--- src/verilog/pause_framer_pkg.sv ---
// constants shared by the serial pause command framer
package pause_framer_pkg;
  // ------------------------------------------------------------
  // register map (Avalon-MM word addresses in bytes)
  // ------------------------------------------------------------
  localparam logic [7:0] CTRL_OFS    = 8'h00;
  localparam logic [7:0] PAUSE_OFS   = 8'h04;
  localparam logic [7:0] STATUS_OFS  = 8'h08;
  localparam logic [7:0] CMD_OFS     = 8'h0C;
  localparam logic [7:0] REPLY_OFS   = 8'h10;
  localparam logic [7:0] BITTIME_OFS = 8'h14;
  // ------------------------------------------------------------
  // field positions and reset values
  // ------------------------------------------------------------
  localparam int CMD_EN_BIT   = 0;
  localparam int CRLF_EN_BIT  = 1;
  localparam int PORT2_BIT    = 2;
  localparam logic [2:0]  CTRL_RESET      = 3'h3;
  localparam logic [7:0]  PAUSE_RESET     = 8'h03;
  localparam logic [7:0]  PAUSE_MIN       = 8'h03;
  localparam logic [15:0] BITTIME_RESET   = 16'h0104;
  localparam logic [3:0]  BITS_PER_CHAR   = 4'hA;
  localparam logic [7:0]  CHAR_CR         = 8'h0D;
  localparam logic [7:0]  CHAR_LF         = 8'h0A;
  localparam logic [7:0]  CHAR_PLUS       = 8'h2B;
  localparam logic [7:0]  CHAR_MINUS      = 8'h2D;
  localparam logic [1:0]  ESC_COUNT       = 2'h3;
  // ------------------------------------------------------------
  // timing
  // ------------------------------------------------------------
  localparam int CLK_HZ       = 40000000;
  localparam int PAUSE_CAP_MS = 170;
  localparam int PAUSE_CAP_CYCLES = PAUSE_CAP_MS * (CLK_HZ / 1000);
endpackage : pause_framer_pkg

--- src/verilog/serial_pause_command_framer.sv ---
// serial pause detector, command framer and escape handler, two ports
// ------------------------------------------------------------
// module
// ------------------------------------------------------------
// Overview of operation
// commands interpreted only while enable on
// command framed by pauses both sides
// extra chars rejected, CR or CRLF ok
// host waits for reply before next command
// host applies reply timeout
// every command gets ok or error reply
// reply goes out on arrival port
// second port role off or diagnostics
// CRLF appended to replies, switchable
// command enable defaults on, writable
// three pluses with pauses enter command mode
// entry sequence works regardless of enable
// command mode forces enable, radio suspended
// three minuses leave mode, restore enable
// host avoids escapes during data traffic
// pause means no line transitions
// buffer empty plus pause ends transmission
// command valid only after leading pause
// address start char needs leading pause
// pause length 3 to 255 chars
// pause time is length times char time
// pause capped at 170 ms
//
// Our own choices: the Avalon-MM interface to the registers and the address map.
module serial_pause_command_framer
  import pause_framer_pkg::*;
#(
  parameter int CMD_MAX        = 16,
  parameter int PAUSE_CAP_CYC  = PAUSE_CAP_CYCLES
) (
  input  wire logic        clk,
  input  wire logic        reset,
  input  wire logic [7:0]  avs_address,
  input  wire logic        avs_read,
  input  wire logic        avs_write,
  input  wire logic [31:0] avs_writedata,
  output logic      [31:0] avs_readdata,
  output logic             avs_waitrequest,
  input  wire logic        host_to_module_line,
  input  wire logic        second_port_host_to_module_line,
  input  wire logic [1:0]  rx_valid,
  input  wire logic [15:0] rx_data,
  input  wire logic        tx_buffer_empty,
  output logic             radio_tx_stop,
  output logic             radio_suspend,
  output logic             address_start,
  output logic             cmd_ready,
  output logic             cmd_port
);
  // rx_valid[p] / rx_data[8p+:8]: decoded characters per port from the uart
  localparam int CW = $clog2(CMD_MAX + 1);
  // ------------------------------------------------------------
  // registers
  // ------------------------------------------------------------
  logic [2:0]  ctrl_q;
  logic [7:0]  pause_len_q;
  logic [15:0] bit_time_q;
  logic        cmd_mode_q;
  logic [1:0]  reply_pend_q;
  logic [1:0]  reply_err_q;
  logic [CMD_MAX*8-1:0] cmd_buf_q [2];
  logic [CW-1:0] cmd_len_q [2];
  logic [1:0]  cmd_ok_q;
  logic [1:0]  cmd_run_q;
  logic [1:0]  ack_q;
  logic [1:0]  sync1_q;
  logic [1:0]  sync2_q;
  logic [1:0]  line_prev_q;
  logic [1:0]  port_on;
  logic [1:0]  pause_now;
  logic [1:0]  pause_seen_q;
  logic [1:0]  esc_plus_n;
  logic [1:0]  esc_minus_n;
  logic        cmds_live;
  logic [31:0] pause_cycles;
  logic [31:0] char_cycles;
  logic        pause_prev0_q;

  // sampled line levels, two flip-flops ahead of any reader
  always_ff @(posedge clk) begin
    sync1_q <= {second_port_host_to_module_line, host_to_module_line};
    sync2_q <= sync1_q;
    line_prev_q <= sync2_q;
  end

  // effective pause: chars * bits * bit time, capped
  assign char_cycles  = 32'(bit_time_q) * 32'(BITS_PER_CHAR);
  assign pause_cycles = (32'(pause_len_q) * char_cycles > 32'(PAUSE_CAP_CYC)) ?
                        32'(PAUSE_CAP_CYC) : 32'(pause_len_q) * char_cycles;
  // command mode overrides the user enable without touching it
  assign cmds_live = ctrl_q[CMD_EN_BIT] | cmd_mode_q;
  assign port_on   = {ctrl_q[PORT2_BIT], 1'b1};

  // ------------------------------------------------------------
  // per-port pause detection and framing
  // ------------------------------------------------------------
  genvar p;
  generate
    for (p = 0; p < 2; p++) begin : g_port
      logic [31:0]  idle_q;
      logic [1:0]   plus_q;
      logic [1:0]   minus_q;
      logic         esc_ok_q;
      logic         edge_w;
      logic [7:0]   ch;
      logic         chr;
      logic         idle_done;
      logic         cr_seen_q;
      logic         lf_seen_q;
      assign edge_w = sync2_q[p] ^ line_prev_q[p];
      assign ch     = rx_data[8*p +: 8];
      assign chr    = rx_valid[p] & port_on[p];
      // pause counts only time without any transition on the line
      assign idle_done = (idle_q >= pause_cycles);
      assign pause_now[p] = idle_done;
      always_ff @(posedge clk) begin
        if (reset) begin
          idle_q <= 32'h0000_0000;
        end else if (edge_w) begin
          idle_q <= 32'h0000_0000;
        end else if (!idle_done) begin
          idle_q <= idle_q + 32'h0000_0001;
        end
      end
      // pause_seen: a pause happened before the current char run
      always_ff @(posedge clk) begin
        if (reset) begin
          pause_seen_q[p] <= 1'b1;
        end else if (idle_done) begin
          pause_seen_q[p] <= 1'b1;
        end else if (chr) begin
          pause_seen_q[p] <= 1'b0;
        end
      end
      // escape counting: each char must be a lone char between pauses
      always_ff @(posedge clk) begin
        if (reset) begin
          plus_q   <= 2'h0;
          minus_q  <= 2'h0;
          esc_ok_q <= 1'b0;
        end else if (chr) begin
          esc_ok_q <= pause_seen_q[p] & (ch == CHAR_PLUS || ch == CHAR_MINUS);
          if (!pause_seen_q[p]) begin
            plus_q  <= 2'h0;
            minus_q <= 2'h0;
          end
          if (!esc_ok_q && !pause_seen_q[p]) begin
            esc_ok_q <= 1'b0;
          end
        end else if (idle_done && esc_ok_q) begin
          esc_ok_q <= 1'b0;
          if (cmd_buf_q[p][7:0] == CHAR_PLUS && cmd_len_q[p] == CW'(1)) begin
            plus_q  <= (plus_q == ESC_COUNT) ? 2'h0 : plus_q + 2'h1;
            minus_q <= 2'h0;
          end else if (cmd_buf_q[p][7:0] == CHAR_MINUS && cmd_len_q[p] == CW'(1)) begin
            minus_q <= (minus_q == ESC_COUNT) ? 2'h0 : minus_q + 2'h1;
            plus_q  <= 2'h0;
          end
        end else if (esc_plus_n[p] | esc_minus_n[p]) begin
          plus_q  <= 2'h0;
          minus_q <= 2'h0;
        end
      end
      assign esc_plus_n[p]  = (plus_q == ESC_COUNT);
      assign esc_minus_n[p] = (minus_q == ESC_COUNT);
      // command buffer: chars collected only in a run that began after a pause
      // a cr, and an lf right after it, close a command and are not stored, so the last char stays readable
      always_ff @(posedge clk) begin
        if (reset) begin
          cmd_buf_q[p] <= '0;
          cmd_len_q[p] <= '0;
          cmd_ok_q[p]  <= 1'b0;
          cmd_run_q[p] <= 1'b0;
          cr_seen_q    <= 1'b0;
          lf_seen_q    <= 1'b0;
        end else if (chr) begin
          if (pause_seen_q[p]) begin
            cmd_buf_q[p] <= {{(CMD_MAX*8-8){1'b0}}, ch};
            cmd_len_q[p] <= CW'(1);
            cmd_ok_q[p]  <= 1'b1;
            cmd_run_q[p] <= 1'b1;
            cr_seen_q    <= 1'b0;
            lf_seen_q    <= 1'b0;
          end else if (cr_seen_q) begin
            // after the cr only a single lf may follow; anything else spoils the run
            cmd_ok_q[p] <= cmd_ok_q[p] & (ch == CHAR_LF) & ~lf_seen_q;
            lf_seen_q   <= 1'b1;
          end else if (ch == CHAR_CR) begin
            cr_seen_q <= 1'b1;
          end else if (cmd_len_q[p] < CW'(CMD_MAX)) begin
            cmd_buf_q[p] <= {cmd_buf_q[p][CMD_MAX*8-9:0], ch};
            cmd_len_q[p] <= cmd_len_q[p] + CW'(1);
          end else begin
            cmd_ok_q[p] <= 1'b0;                                            // overflow
          end
        end else if (idle_done) begin
          cmd_ok_q[p]  <= 1'b0;
          cmd_run_q[p] <= 1'b0;
        end
      end
    end
  endgenerate

  // closing pause on any run, valid or spoiled, frames a command; escapes are separate
  logic [1:0] frame_end;
  logic [1:0] is_escape;
  generate
    for (p = 0; p < 2; p++) begin : g_frame
      assign is_escape[p] = (cmd_len_q[p] == CW'(1)) &&
                            (cmd_buf_q[p][7:0] == CHAR_PLUS || cmd_buf_q[p][7:0] == CHAR_MINUS);
      // framed by pauses on both sides and enabled
      // a spoiled run still frames, so that it is answered with an error
      assign frame_end[p] = pause_now[p] & cmd_run_q[p] & ~is_escape[p] &
                            cmds_live & (p == 0 ? 1'b1 : ctrl_q[PORT2_BIT]);
    end
  endgenerate

  // command mode state and radio suspension
  always_ff @(posedge clk) begin
    if (reset) begin
      cmd_mode_q <= 1'b0;
    end else if (|esc_plus_n) begin
      cmd_mode_q <= 1'b1;
    end else if (|esc_minus_n) begin
      cmd_mode_q <= 1'b0;
    end
  end

  // replies: one pending per port, host clears via reply register
  logic [1:0] reply_set;
  assign reply_set = frame_end | esc_plus_n | esc_minus_n;
  always_ff @(posedge clk) begin
    if (reset) begin
      reply_pend_q <= 2'h0;
      reply_err_q  <= 2'h0;
    end else begin
      // set wins over clear so no reply is lost
      reply_pend_q <= (reply_pend_q & ~ack_q) | reply_set;
      reply_err_q  <= (reply_err_q & ~(ack_q & ~reply_set)) |
                      (frame_end & ~cmd_ok_q);
    end
  end

  // radio control and address start pulse
  logic addr_d;
  assign addr_d = rx_valid[0] & pause_seen_q[0] & ~cmds_live;
  always_ff @(posedge clk) begin
    if (reset) begin
      radio_tx_stop <= 1'b0;
      radio_suspend <= 1'b0;
      address_start <= 1'b0;
      cmd_ready     <= 1'b0;
      cmd_port      <= 1'b0;
      pause_prev0_q <= 1'b1;
    end else begin
      pause_prev0_q <= pause_now[0];
      radio_tx_stop <= tx_buffer_empty & pause_now[0] & ~pause_prev0_q;
      radio_suspend <= cmd_mode_q;
      address_start <= addr_d;
      cmd_ready     <= |frame_end;
      // port of the last command stands until the next one, the cmd read relies on it
      if (|frame_end) begin
        cmd_port <= frame_end[1] & ~frame_end[0];
      end
    end
  end

  // ------------------------------------------------------------
  // avalon slave: one wait cycle, then answer
  // ------------------------------------------------------------
  logic        acc;
  logic        wr_hit;
  logic [31:0] rd_mux;
  logic [7:0]  len_w;
  assign acc    = (avs_read | avs_write) & avs_waitrequest;
  assign wr_hit = avs_write & ~avs_waitrequest;
  assign len_w  = (avs_writedata[7:0] < PAUSE_MIN) ? PAUSE_MIN : avs_writedata[7:0];
  assign rd_mux =
    (avs_address == CTRL_OFS)    ? {29'h0, ctrl_q} :
    (avs_address == PAUSE_OFS)   ? {24'h0, pause_len_q} :
    (avs_address == STATUS_OFS)  ? {26'h0, reply_err_q, reply_pend_q, cmd_mode_q,
                                     pause_now[0]} :
    (avs_address == CMD_OFS)     ? {24'h0, cmd_buf_q[cmd_port][7:0]} :
    (avs_address == BITTIME_OFS) ? {16'h0, bit_time_q} : 32'h0000_0000;
  always_ff @(posedge clk) begin
    if (reset) begin
      avs_waitrequest <= 1'b1;
      avs_readdata    <= 32'h0000_0000;
    end else begin
      avs_waitrequest <= ~acc;
      avs_readdata    <= acc ? rd_mux : avs_readdata;
    end
  end
  // register writes take effect at the accepting edge
  always_ff @(posedge clk) begin
    if (reset) begin
      ctrl_q      <= CTRL_RESET;
      pause_len_q <= PAUSE_RESET;
      bit_time_q  <= BITTIME_RESET;
      ack_q       <= 2'h0;
    end else begin
      ack_q <= (wr_hit && avs_address == REPLY_OFS) ? avs_writedata[1:0] : 2'h0;
      if (wr_hit && avs_address == CTRL_OFS) begin
        ctrl_q <= avs_writedata[2:0];
      end
      if (wr_hit && avs_address == PAUSE_OFS) begin
        pause_len_q <= len_w;
      end
      if (wr_hit && avs_address == BITTIME_OFS) begin
        bit_time_q <= avs_writedata[15:0];
      end
    end
  end

  // ------------------------------------------------------------
  // assertions
  // ------------------------------------------------------------
  a_pause_floor: assert property (@(posedge clk) disable iff (reset)
    pause_len_q >= PAUSE_MIN) else $error("pause length below minimum");
  a_pause_cap: assert property (@(posedge clk) disable iff (reset)
    pause_cycles <= 32'(PAUSE_CAP_CYC)) else $error("pause above cap");
  a_mode_enables: assert property (@(posedge clk) disable iff (reset)
    cmd_mode_q |-> cmds_live) else $error("mode without enable");
  a_suspend_follow: assert property (@(posedge clk) disable iff (reset)
    cmd_mode_q |=> radio_suspend) else $error("radio not suspended");
  a_frame_enabled: assert property (@(posedge clk) disable iff (reset)
    frame_end[0] |-> cmds_live && pause_now[0]) else $error("bad frame");
  a_reply_set: assert property (@(posedge clk) disable iff (reset)
    frame_end[0] |=> reply_pend_q[0]) else $error("reply lost");
  a_edge_clears: assert property (@(posedge clk) disable iff (reset)
    (sync2_q[0] != line_prev_q[0]) |=> g_port[0].idle_q == 32'h0) else $error("edge kept");
  a_enter_mode: assert property (@(posedge clk) disable iff (reset)
    esc_plus_n[0] |=> cmd_mode_q) else $error("entry missed");
  a_tx_stop: assert property (@(posedge clk) disable iff (reset)
    radio_tx_stop |-> $past(tx_buffer_empty)) else $error("stop with data");
  // framing, port, mode, reply and bus handshake checks
  // each one except the two avalon wait checks names the rule whose breach it would catch
  a_port_hold: assert property (@(posedge clk) disable iff (reset)
    !(|frame_end) |=> $stable(cmd_port)) else $error("port moved");
  a_port_two: assert property (@(posedge clk) disable iff (reset)
    (frame_end == 2'b10) |=> cmd_port) else $error("wrong port");
  a_port_off: assert property (@(posedge clk) disable iff (reset)
    !ctrl_q[PORT2_BIT] |-> !frame_end[1]) else $error("port off framed");
  a_frame_port1: assert property (@(posedge clk) disable iff (reset)
    frame_end[1] |-> cmds_live && pause_now[1]) else $error("bad frame two");
  a_ready_pulse: assert property (@(posedge clk) disable iff (reset)
    (|frame_end) |=> cmd_ready) else $error("ready missed");
  a_no_cmd_off: assert property (@(posedge clk) disable iff (reset)
    !cmds_live |-> frame_end == 2'b00) else $error("framed while off");
  a_err_with_pend: assert property (@(posedge clk) disable iff (reset)
    $rose(reply_err_q[0]) |-> reply_pend_q[0]) else $error("error without reply");
  a_leave_mode: assert property (@(posedge clk) disable iff (reset)
    (|esc_minus_n) && !(|esc_plus_n) |=> !cmd_mode_q) else $error("exit missed");
  a_enable_kept: assert property (@(posedge clk) disable iff (reset)
    !wr_hit |=> $stable(ctrl_q)) else $error("enable touched");
  a_suspend_drop: assert property (@(posedge clk) disable iff (reset)
    !cmd_mode_q |=> !radio_suspend) else $error("radio kept suspended");
  a_pause_mark: assert property (@(posedge clk) disable iff (reset)
    pause_now[0] |=> pause_seen_q[0]) else $error("pause not marked");
  a_run_start: assert property (@(posedge clk) disable iff (reset)
    $rose(cmd_run_q[0]) |-> $past(pause_seen_q[0])) else $error("run without pause");
  a_addr_pause: assert property (@(posedge clk) disable iff (reset)
    address_start |-> $past(pause_seen_q[0])) else $error("address without pause");
  a_stop_pause: assert property (@(posedge clk) disable iff (reset)
    radio_tx_stop |-> $past(pause_now[0])) else $error("stop without pause");
  a_wait_one: assert property (@(posedge clk) disable iff (reset)
    !avs_waitrequest |=> avs_waitrequest) else $error("wait low too long");
  a_wait_answer: assert property (@(posedge clk) disable iff (reset)
    (avs_read || avs_write) && avs_waitrequest |=> !avs_waitrequest) else $error("no answer");
  a_ack_clears: assert property (@(posedge clk) disable iff (reset)
    ack_q[0] && !reply_set[0] |=> !reply_pend_q[0]) else $error("reply not cleared");
endmodule : serial_pause_command_framer
--- config.mk ---
export PLATFORM = sky130hd
export DESIGN_NAME = serial_pause_command_framer
export DESIGN_NICKNAME = d
export VERILOG_FILES = /design/src/verilog/pause_framer_pkg.sv /design/src/verilog/serial_pause_command_framer.sv
export SDC_FILE = /design/constraint.sdc
export NUM_CORES = 1
export LEC_CHECK = 0
export ABC_AREA = 0
export BUFFER_PORTS_ARGS = -buffer_cell sky130_fd_sc_hd__buf_2
export CORE_MARGIN = 3
export CORE_UTILIZATION = 50
export DETAILED_ROUTE_END_ITERATION = 12
export GPL_TIMING_DRIVEN = 0
export HOLD_SLACK_MARGIN = 0.08
export PLACE_DENSITY = 0.72
export SLEW_MARGIN = 20
export SYNTH_ARGS = -nofsm -noshare
export SYNTH_HDL_FRONTEND = slang
export SYNTH_SLANG_ARGS = --single-unit
--- constraint.sdc ---
create_clock -name clk -period 21.4 [get_ports clk]
set_clock_uncertainty 0.05 [all_clocks]
set_input_delay 4.28 -clock clk [delete_from_list [all_inputs] [get_ports clk]]
set_output_delay 4.28 -clock clk [all_outputs]
set_load 0.03 [all_outputs]
After elaboration in Yosys (flattened, before gate mapping)
Memory sizes are Yosys's and may differ from the RTL's. A register that Yosys moved wholly into a read port is not among the register bits.
Cells that the tools add are included.
{"block": "totals", "register_bits": 163, "ram_bits": 266, "out_inout_bits": 38, "n_memories": 2}
{"block": "classes", "add_sub_neg": 8, "n_mul": 2, "order_cmp": 6, "n_eq_ne": 33, "mux": 99, "n_bitwise": 57, "n_reduce_logical": 48}
{"memory": "cmd_buf_q", "depth": 2, "word_bits": 128, "rd": 3, "rd_ports_with_merged_regs": 1, "write_ports": 2, "line": "serial_pause_command_framer.sv:66", "source": "logic [CMD_MAX*8-1:0] cmd_buf_q [2];"}
{"memory": "cmd_len_q", "depth": 2, "word_bits": 5, "rd": 2, "rd_ports_with_merged_regs": 0, "write_ports": 2, "line": "serial_pause_command_framer.sv:67", "source": "logic [CW-1:0] cmd_len_q [2];"}
{"op": "two-way mux 128 bit", "count": 4}
{"op": "two-way mux 16 bit", "count": 5}
{"op": "adder 32 x 1 -> 32 bit, second input constant", "count": 2}
{"op": "== test 8 x 6 -> 1 bit, second input constant", "count": 8}
{"op": ">= comparator 32 x 28 -> 1 bit", "count": 2}
{"op": "two-way mux 1 bit", "count": 60}
{"op": "== test 8 x 4 -> 1 bit, second input constant", "count": 6}
{"op": "two-way mux 2 bit", "count": 24}
{"op": "greater-than comparator 32 x 23 -> 1 bit, second input constant", "count": 1}
{"op": "two-way mux 28 bit", "count": 1}
{"op": "multiplier 8 x 19 -> 27 bit", "count": 1}
{"op": "AND 1 bit", "count": 21}
{"op": "two-way mux 5 bit", "count": 4}
{"op": "multiplier 16 x 3 -> 19 bit, second input constant", "count": 1}
{"op": "== test 8 x 5 -> 1 bit, second input constant", "count": 2}
{"op": "!= test 4 bit, second input constant", "count": 4}
{"op": "OR reduction 2 bit", "count": 8}
{"op": "logical AND 1 bit", "count": 14}
{"op": "nonzero test 2 bit", "count": 7}
{"op": "OR 1 bit", "count": 12}
{"op": "AND reduction 3 bit", "count": 4}
{"op": "adder 5 x 1 -> 5 bit, second input constant", "count": 2}
{"op": "== test 5 x 1 -> 1 bit, second input constant", "count": 2}
{"op": "less-than comparator 5 bit, second input constant", "count": 2}
{"op": "other kinds (18)", "count": 56}

Depth between registers and ports, before layout
{"block": "depth", "word_depth": 16, "depth_mapped": 48, "mapped_depth_nobuf": 45}

Worst setup path before layout
Ideal clock, no wire load.
{"block": "synth_timing", "path_kind": "reg2reg", "startpoint": "reg bit_time_q[3]", "endpoint": "reg g_port[0].idle_q[16]", "t_arrival_ns": 9.926, "required_time_ns": 21.280, "path_slack_ns": 11.354, "stages_incl_launch_ff": 47, "synth_period_minus_slack_ns": 10.046, "cell_sequence": "dfxtp_1 > ha_1 > ha_1 > inv_1 > fa_1 > nor2b_1 > o21ai_0 > a21boi_0 > o21ai_0 > a21boi_0 > o21ai_0 > a21boi_0 > o21ai_0 > nor2b_1 > xnor2_1 > nand2_1 > fa_1 > inv_1 > [... 11 more ...] > nand3_1 > a2111oi_0 > o311a_1 > nor2_1 > clkbuf_1 > nand2_1 > ha_1 > a21o_1 > a211oi_1 > o21ai_0 > a21oi_1 > o21ai_0 > a311o_1 > a221oi_2 > nand3_1 > buf_2 > or3_1 > a21oi_1"}
{"block": "synth_between", "elab_chain_cells": 5}
{"item": "start: declaration", "line": "serial_pause_command_framer.sv:62", "source": "logic [15:0] bit_time_q;"}
{"item": "start signal: assignment", "line": "serial_pause_command_framer.sv:315", "source": "bit_time_q <= avs_writedata[15:0];"}
{"item": "multiplier 16 x 3 -> 19 bit *", "line": "serial_pause_command_framer.sv:92", "source": "assign char_cycles = 32'(bit_time_q) * 32'(BITS_PER_CHAR);"}
{"item": "multiplier 8 x 19 -> 27 bit *", "line": "serial_pause_command_framer.sv:93, serial_pause_command_framer.sv:94"}
{"item": "greater-than comparator 32 x 23 -> 1 bit", "line": "serial_pause_command_framer.sv:93", "source": "assign pause_cycles = (32'(pause_len_q) * char_cycles > 32'(PAUSE_CAP_CYC)) ?"}
{"item": "two-way mux 28 bit *", "line": "serial_pause_command_framer.sv:93"}
{"item": ">= comparator 32 x 28 -> 1 bit *", "line": "serial_pause_command_framer.sv:119", "source": "assign idle_done = (idle_q >= pause_cycles);"}
{"item": "end signal: assignment", "line": "serial_pause_command_framer.sv:127", "source": "idle_q <= idle_q + 32'h0000_0001;"}
{"item": "end: declaration", "line": "serial_pause_command_framer.sv:105", "source": "logic [31:0] idle_q;"}
Every way passes the cells marked *; elsewhere a longest branch is shown, timed or not.
A chain may end at the register's enable or synchronous reset.

Worst setup path after layout
{"block": "layout_timing", "startpoint": "reg bit_time_q[3]", "endpoint": "reg g_port[1].idle_q[21]"}
{"block": "layout_between", "elab_chain_cells": 5}
{"item": "multiplier 16 x 3 -> 19 bit *", "line": "serial_pause_command_framer.sv:92"}
{"item": "multiplier 8 x 19 -> 27 bit *", "line": "serial_pause_command_framer.sv:93, serial_pause_command_framer.sv:94"}
{"item": "greater-than comparator 32 x 23 -> 1 bit", "line": "serial_pause_command_framer.sv:93"}
{"item": "two-way mux 28 bit *", "line": "serial_pause_command_framer.sv:93"}
{"item": ">= comparator 32 x 28 -> 1 bit *", "line": "serial_pause_command_framer.sv:119"}
{"item": "end signal: assignment", "line": "serial_pause_command_framer.sv:127"}
{"item": "end: declaration", "line": "serial_pause_command_framer.sv:105"}
Marks and branches as above.

==> summary.md <==
| Metric | Value |
|---|---|
| Outcome | finished, final reports clean |
| Met2 Usage GRT | 0.3874 |
| Post-layout nets | about 2100 |
| Skew-Pair Late Insertion Delay | 0.45 ns |
| Total CTS buffers | 17 |
| Die ar. | roughly 0.032 mm2 |
| MaxCap Viol Count | 0 |
| Cell area after synthesis | between 0.01 and 0.015 mm2 |
| Top Usage Layer GRT | met2 |
| Pleak | around 0.0076 uW |
| # diodes | 0 |
| Power per cell area | ~43 mW/mm2 |
| Final ANT Viol Nets | 0 |
| RePlAce Congestion | 0.9135 |
| Cts repair resizes | 0 |
| Worst Path Required | 21.66 ns |
| DRT Pass-1 Iters | 5 |
| Final Hold Vio Count | 0 |
| Total grt overflow | 0 |
| Final Non-Filler Cells | ~2200 |
| RSZ-0062 raised after global routing | false |
| First-pass GRT wire length | between 60 and 70 mm |
| Leading area contributor after synthesis | dfxtp_1 |
| Die height | between 150 and 200 um |
| Max-slew violation count | 0 |
| Primary FF master, synth | dfxtp_1 |
| Htree depth | 4 |
| GRT Util Overall | 0.2344 |
| Rows | slightly above 60 |
| Layout cells sized above 1 | 0.07533 |
| Most instantiated cells after synthesis | and2_1 (150), dfxtp_1 (148), inv_1 (142) |
| Vias in the first global route | between 10000 and 15000 |
| Via/cell ratio | around 5.7 |
| Cells after DPL | ~2200 |
| Tot Pwr | approximately 710 uW |
| Slew HR | 0.3862 |
| Layout area overhead | 10.26% |
| Top cell type's share of synthesized area | 0.1995 |
| Total Negative Setup Slacks | 0 ns |
| Initial DRC count | about 800 |
| CORE AREA | a little under 0.03 mm2 |
| Via count | between 10000 and 15000 |
| DPL Wire Length | 28.81 mm |
| Chip width | between 150 and 200 um |
| CP max FO | 10 |
| Max IR drop VDD | ~0.048 mV |
| WL final | ~37 mm |
| Number of top-level pins | just over 100 |
| EDFF count, synth | 26 |
| CP arrival | 12.54 ns |
| Distinct cells, synth | 74 |
| Gate Count Post-Synth | around 1700 |
| Sequential cell area fraction in the yosys report | 0.2520 |
| Placed Area | between 0.015 and 0.02 mm2 |
| Critical Path Max Stage Delay | just over 0.8 ns |
| Pin count of the biggest net entering global routing | 21 |
| Yosys reg bits | between 150 and 200 |
| Cell with the most instances after synthesis | and2_1 |
| CTS max path bufs | 2 |
| Hold crit path type | flop to flop |
| Avg WL per Cell | about 17 um |
| Setup Buffers After CTS | 0 |
| Kind of critical path | flop to flop |
| Tcrit/Tclk final | 0.5740 |
| Starting Density | 0.5119 |
| Final Instance Area | roughly 0.016 mm2 |
| Met1 Track Usage GR | 0.3159 |
| CTS sink count | about 170 |
| Startpoint Class | flop |
| Fin crit period | 12.28 ns |
| Final setup vio count | 0 |
| Initial antenna violation count | 1 |
| Yosys warning count | 0 |
| CP max-delay cell | o311ai_1 |
| Actual slew at the worst max-slew pin | 0.9064 ns |
| Top post-synthesis cells by area | dfxtp_1 (20%), fa_1 (14%), ha_1 (12%) |
| Reg clk slew, reported paths | 0.07 ns |
| Buffers added on ports | 68 |
| M3 GR Usage | 0.03619 |
| Critical path capture point type | flop |
| Residual DRC count | 0 |
| CTS tree | built |
| Asr flop ratio synth | 0 |
| Cell mode on critical path | o21ai_0 |
| Cell at the root of the clock tree | clkbuf_16 |
| Hold_buf cts | 0 |
| Avg Cell Area, Syn | between 8 and 9 um2 |
| Highest clock rate | 0.08141 GHz |
worst max-delay path: cells and delay by family, from the launching register on:
family	cells	cell delay, ns
flops	1	0.45
buf+inv	6	1.29
fa+ha+maj	9	3.45
simple gates	10	1.88
compound gates	19	4.87
xor+xnor	1	0.15
path summary, 6_finish.rpt:
kind / startpoint / end / slack, ns / depth (start not counted)
max: bit_time_q[3] / g_port[1].idle_q[21] / 9.12 / 45
min: sync1_q[1] / sync2_q[1] / 0.28 / 0
max reg2reg: bit_time_q[3] / g_port[1].idle_q[21] / 9.12 / 45
min reg2reg: sync1_q[1] / sync2_q[1] / 0.28 / 0
report_power, final:
part	total [uW]	switching (uW)	internal, uW	leakage, uW
Clock	324	164	160	0.000294
Sequential	341	4.31	337	0.00147
Combinational	46.6	30.9	15.7	0.00583
Total	712	199	513	0.00760
sequential cells by signal, summed over array words and instances (netlist names), 3 cells and up, named ones only:
name / flops
g_port.idle_q: 64
avs_readdata: 16
bit_time_q: 16
cmd_buf_q: 16
cmd_len_q: 10
pause_len_q: 8
g_port.minus_q: 4
g_port.plus_q: 4
ctrl_q: 3
cell families after synthesis:
logic type | share of synthesized area
other | 0.0005056
DFF | 0.2520
adders and majority gates | 0.2542
buffers and inverters | 0.06015
AOI/OAI and AO/OA | 0.1267
muxes | 0.01921
xor gates and xnor gates | 0.04187
and+or+nand+nor | 0.2453
routing by layer:
layer	share of wire	up-vias
met4	0.023	2
li1	-	6104
met5	0.00035	-
met1	0.45	6071
met3	0.048	63
met2	0.48	309
through the flow:
step	setup slack, ns	hold slack [ns]	utilization
finish	9.117	0.2754	0.5645
global route	8.086	0.2870	0.5645
CTS	9.239	0.2801	0.5645
detailed placement	9.291	0.2632	0.5433
global placement	9.023	0.2644	0.5433
floorplan	11.35	0.2596	-
cells in the final DEF, fill, tap and decap left out, types with 33 or more instances in the layout:
cell,instances
xor2_1,43
dfxtp_1,148
o21ai_0,63
nand4_1,35
nand3_1,54
a21oi_1,94
nand2_1,117
ha_1,137
nor2_1,129
fa_1,103
clkbuf_1,54
inv_1,142
nor3_1,33
and2_1,150
buf_2,74
area by class of cell:
cell class,instances,area (um2)
fillers,2635,12640
clock inverters,15,187.7
plain buffers,78,360.3
clock buffers,17,425.4
inverters,142,533.0
repair buffers,68,340.3
well taps,384,480.5
flip-flops and latches,174,3744
multi-input cells,1338,10310
Power figures use the tool's default switching activity.
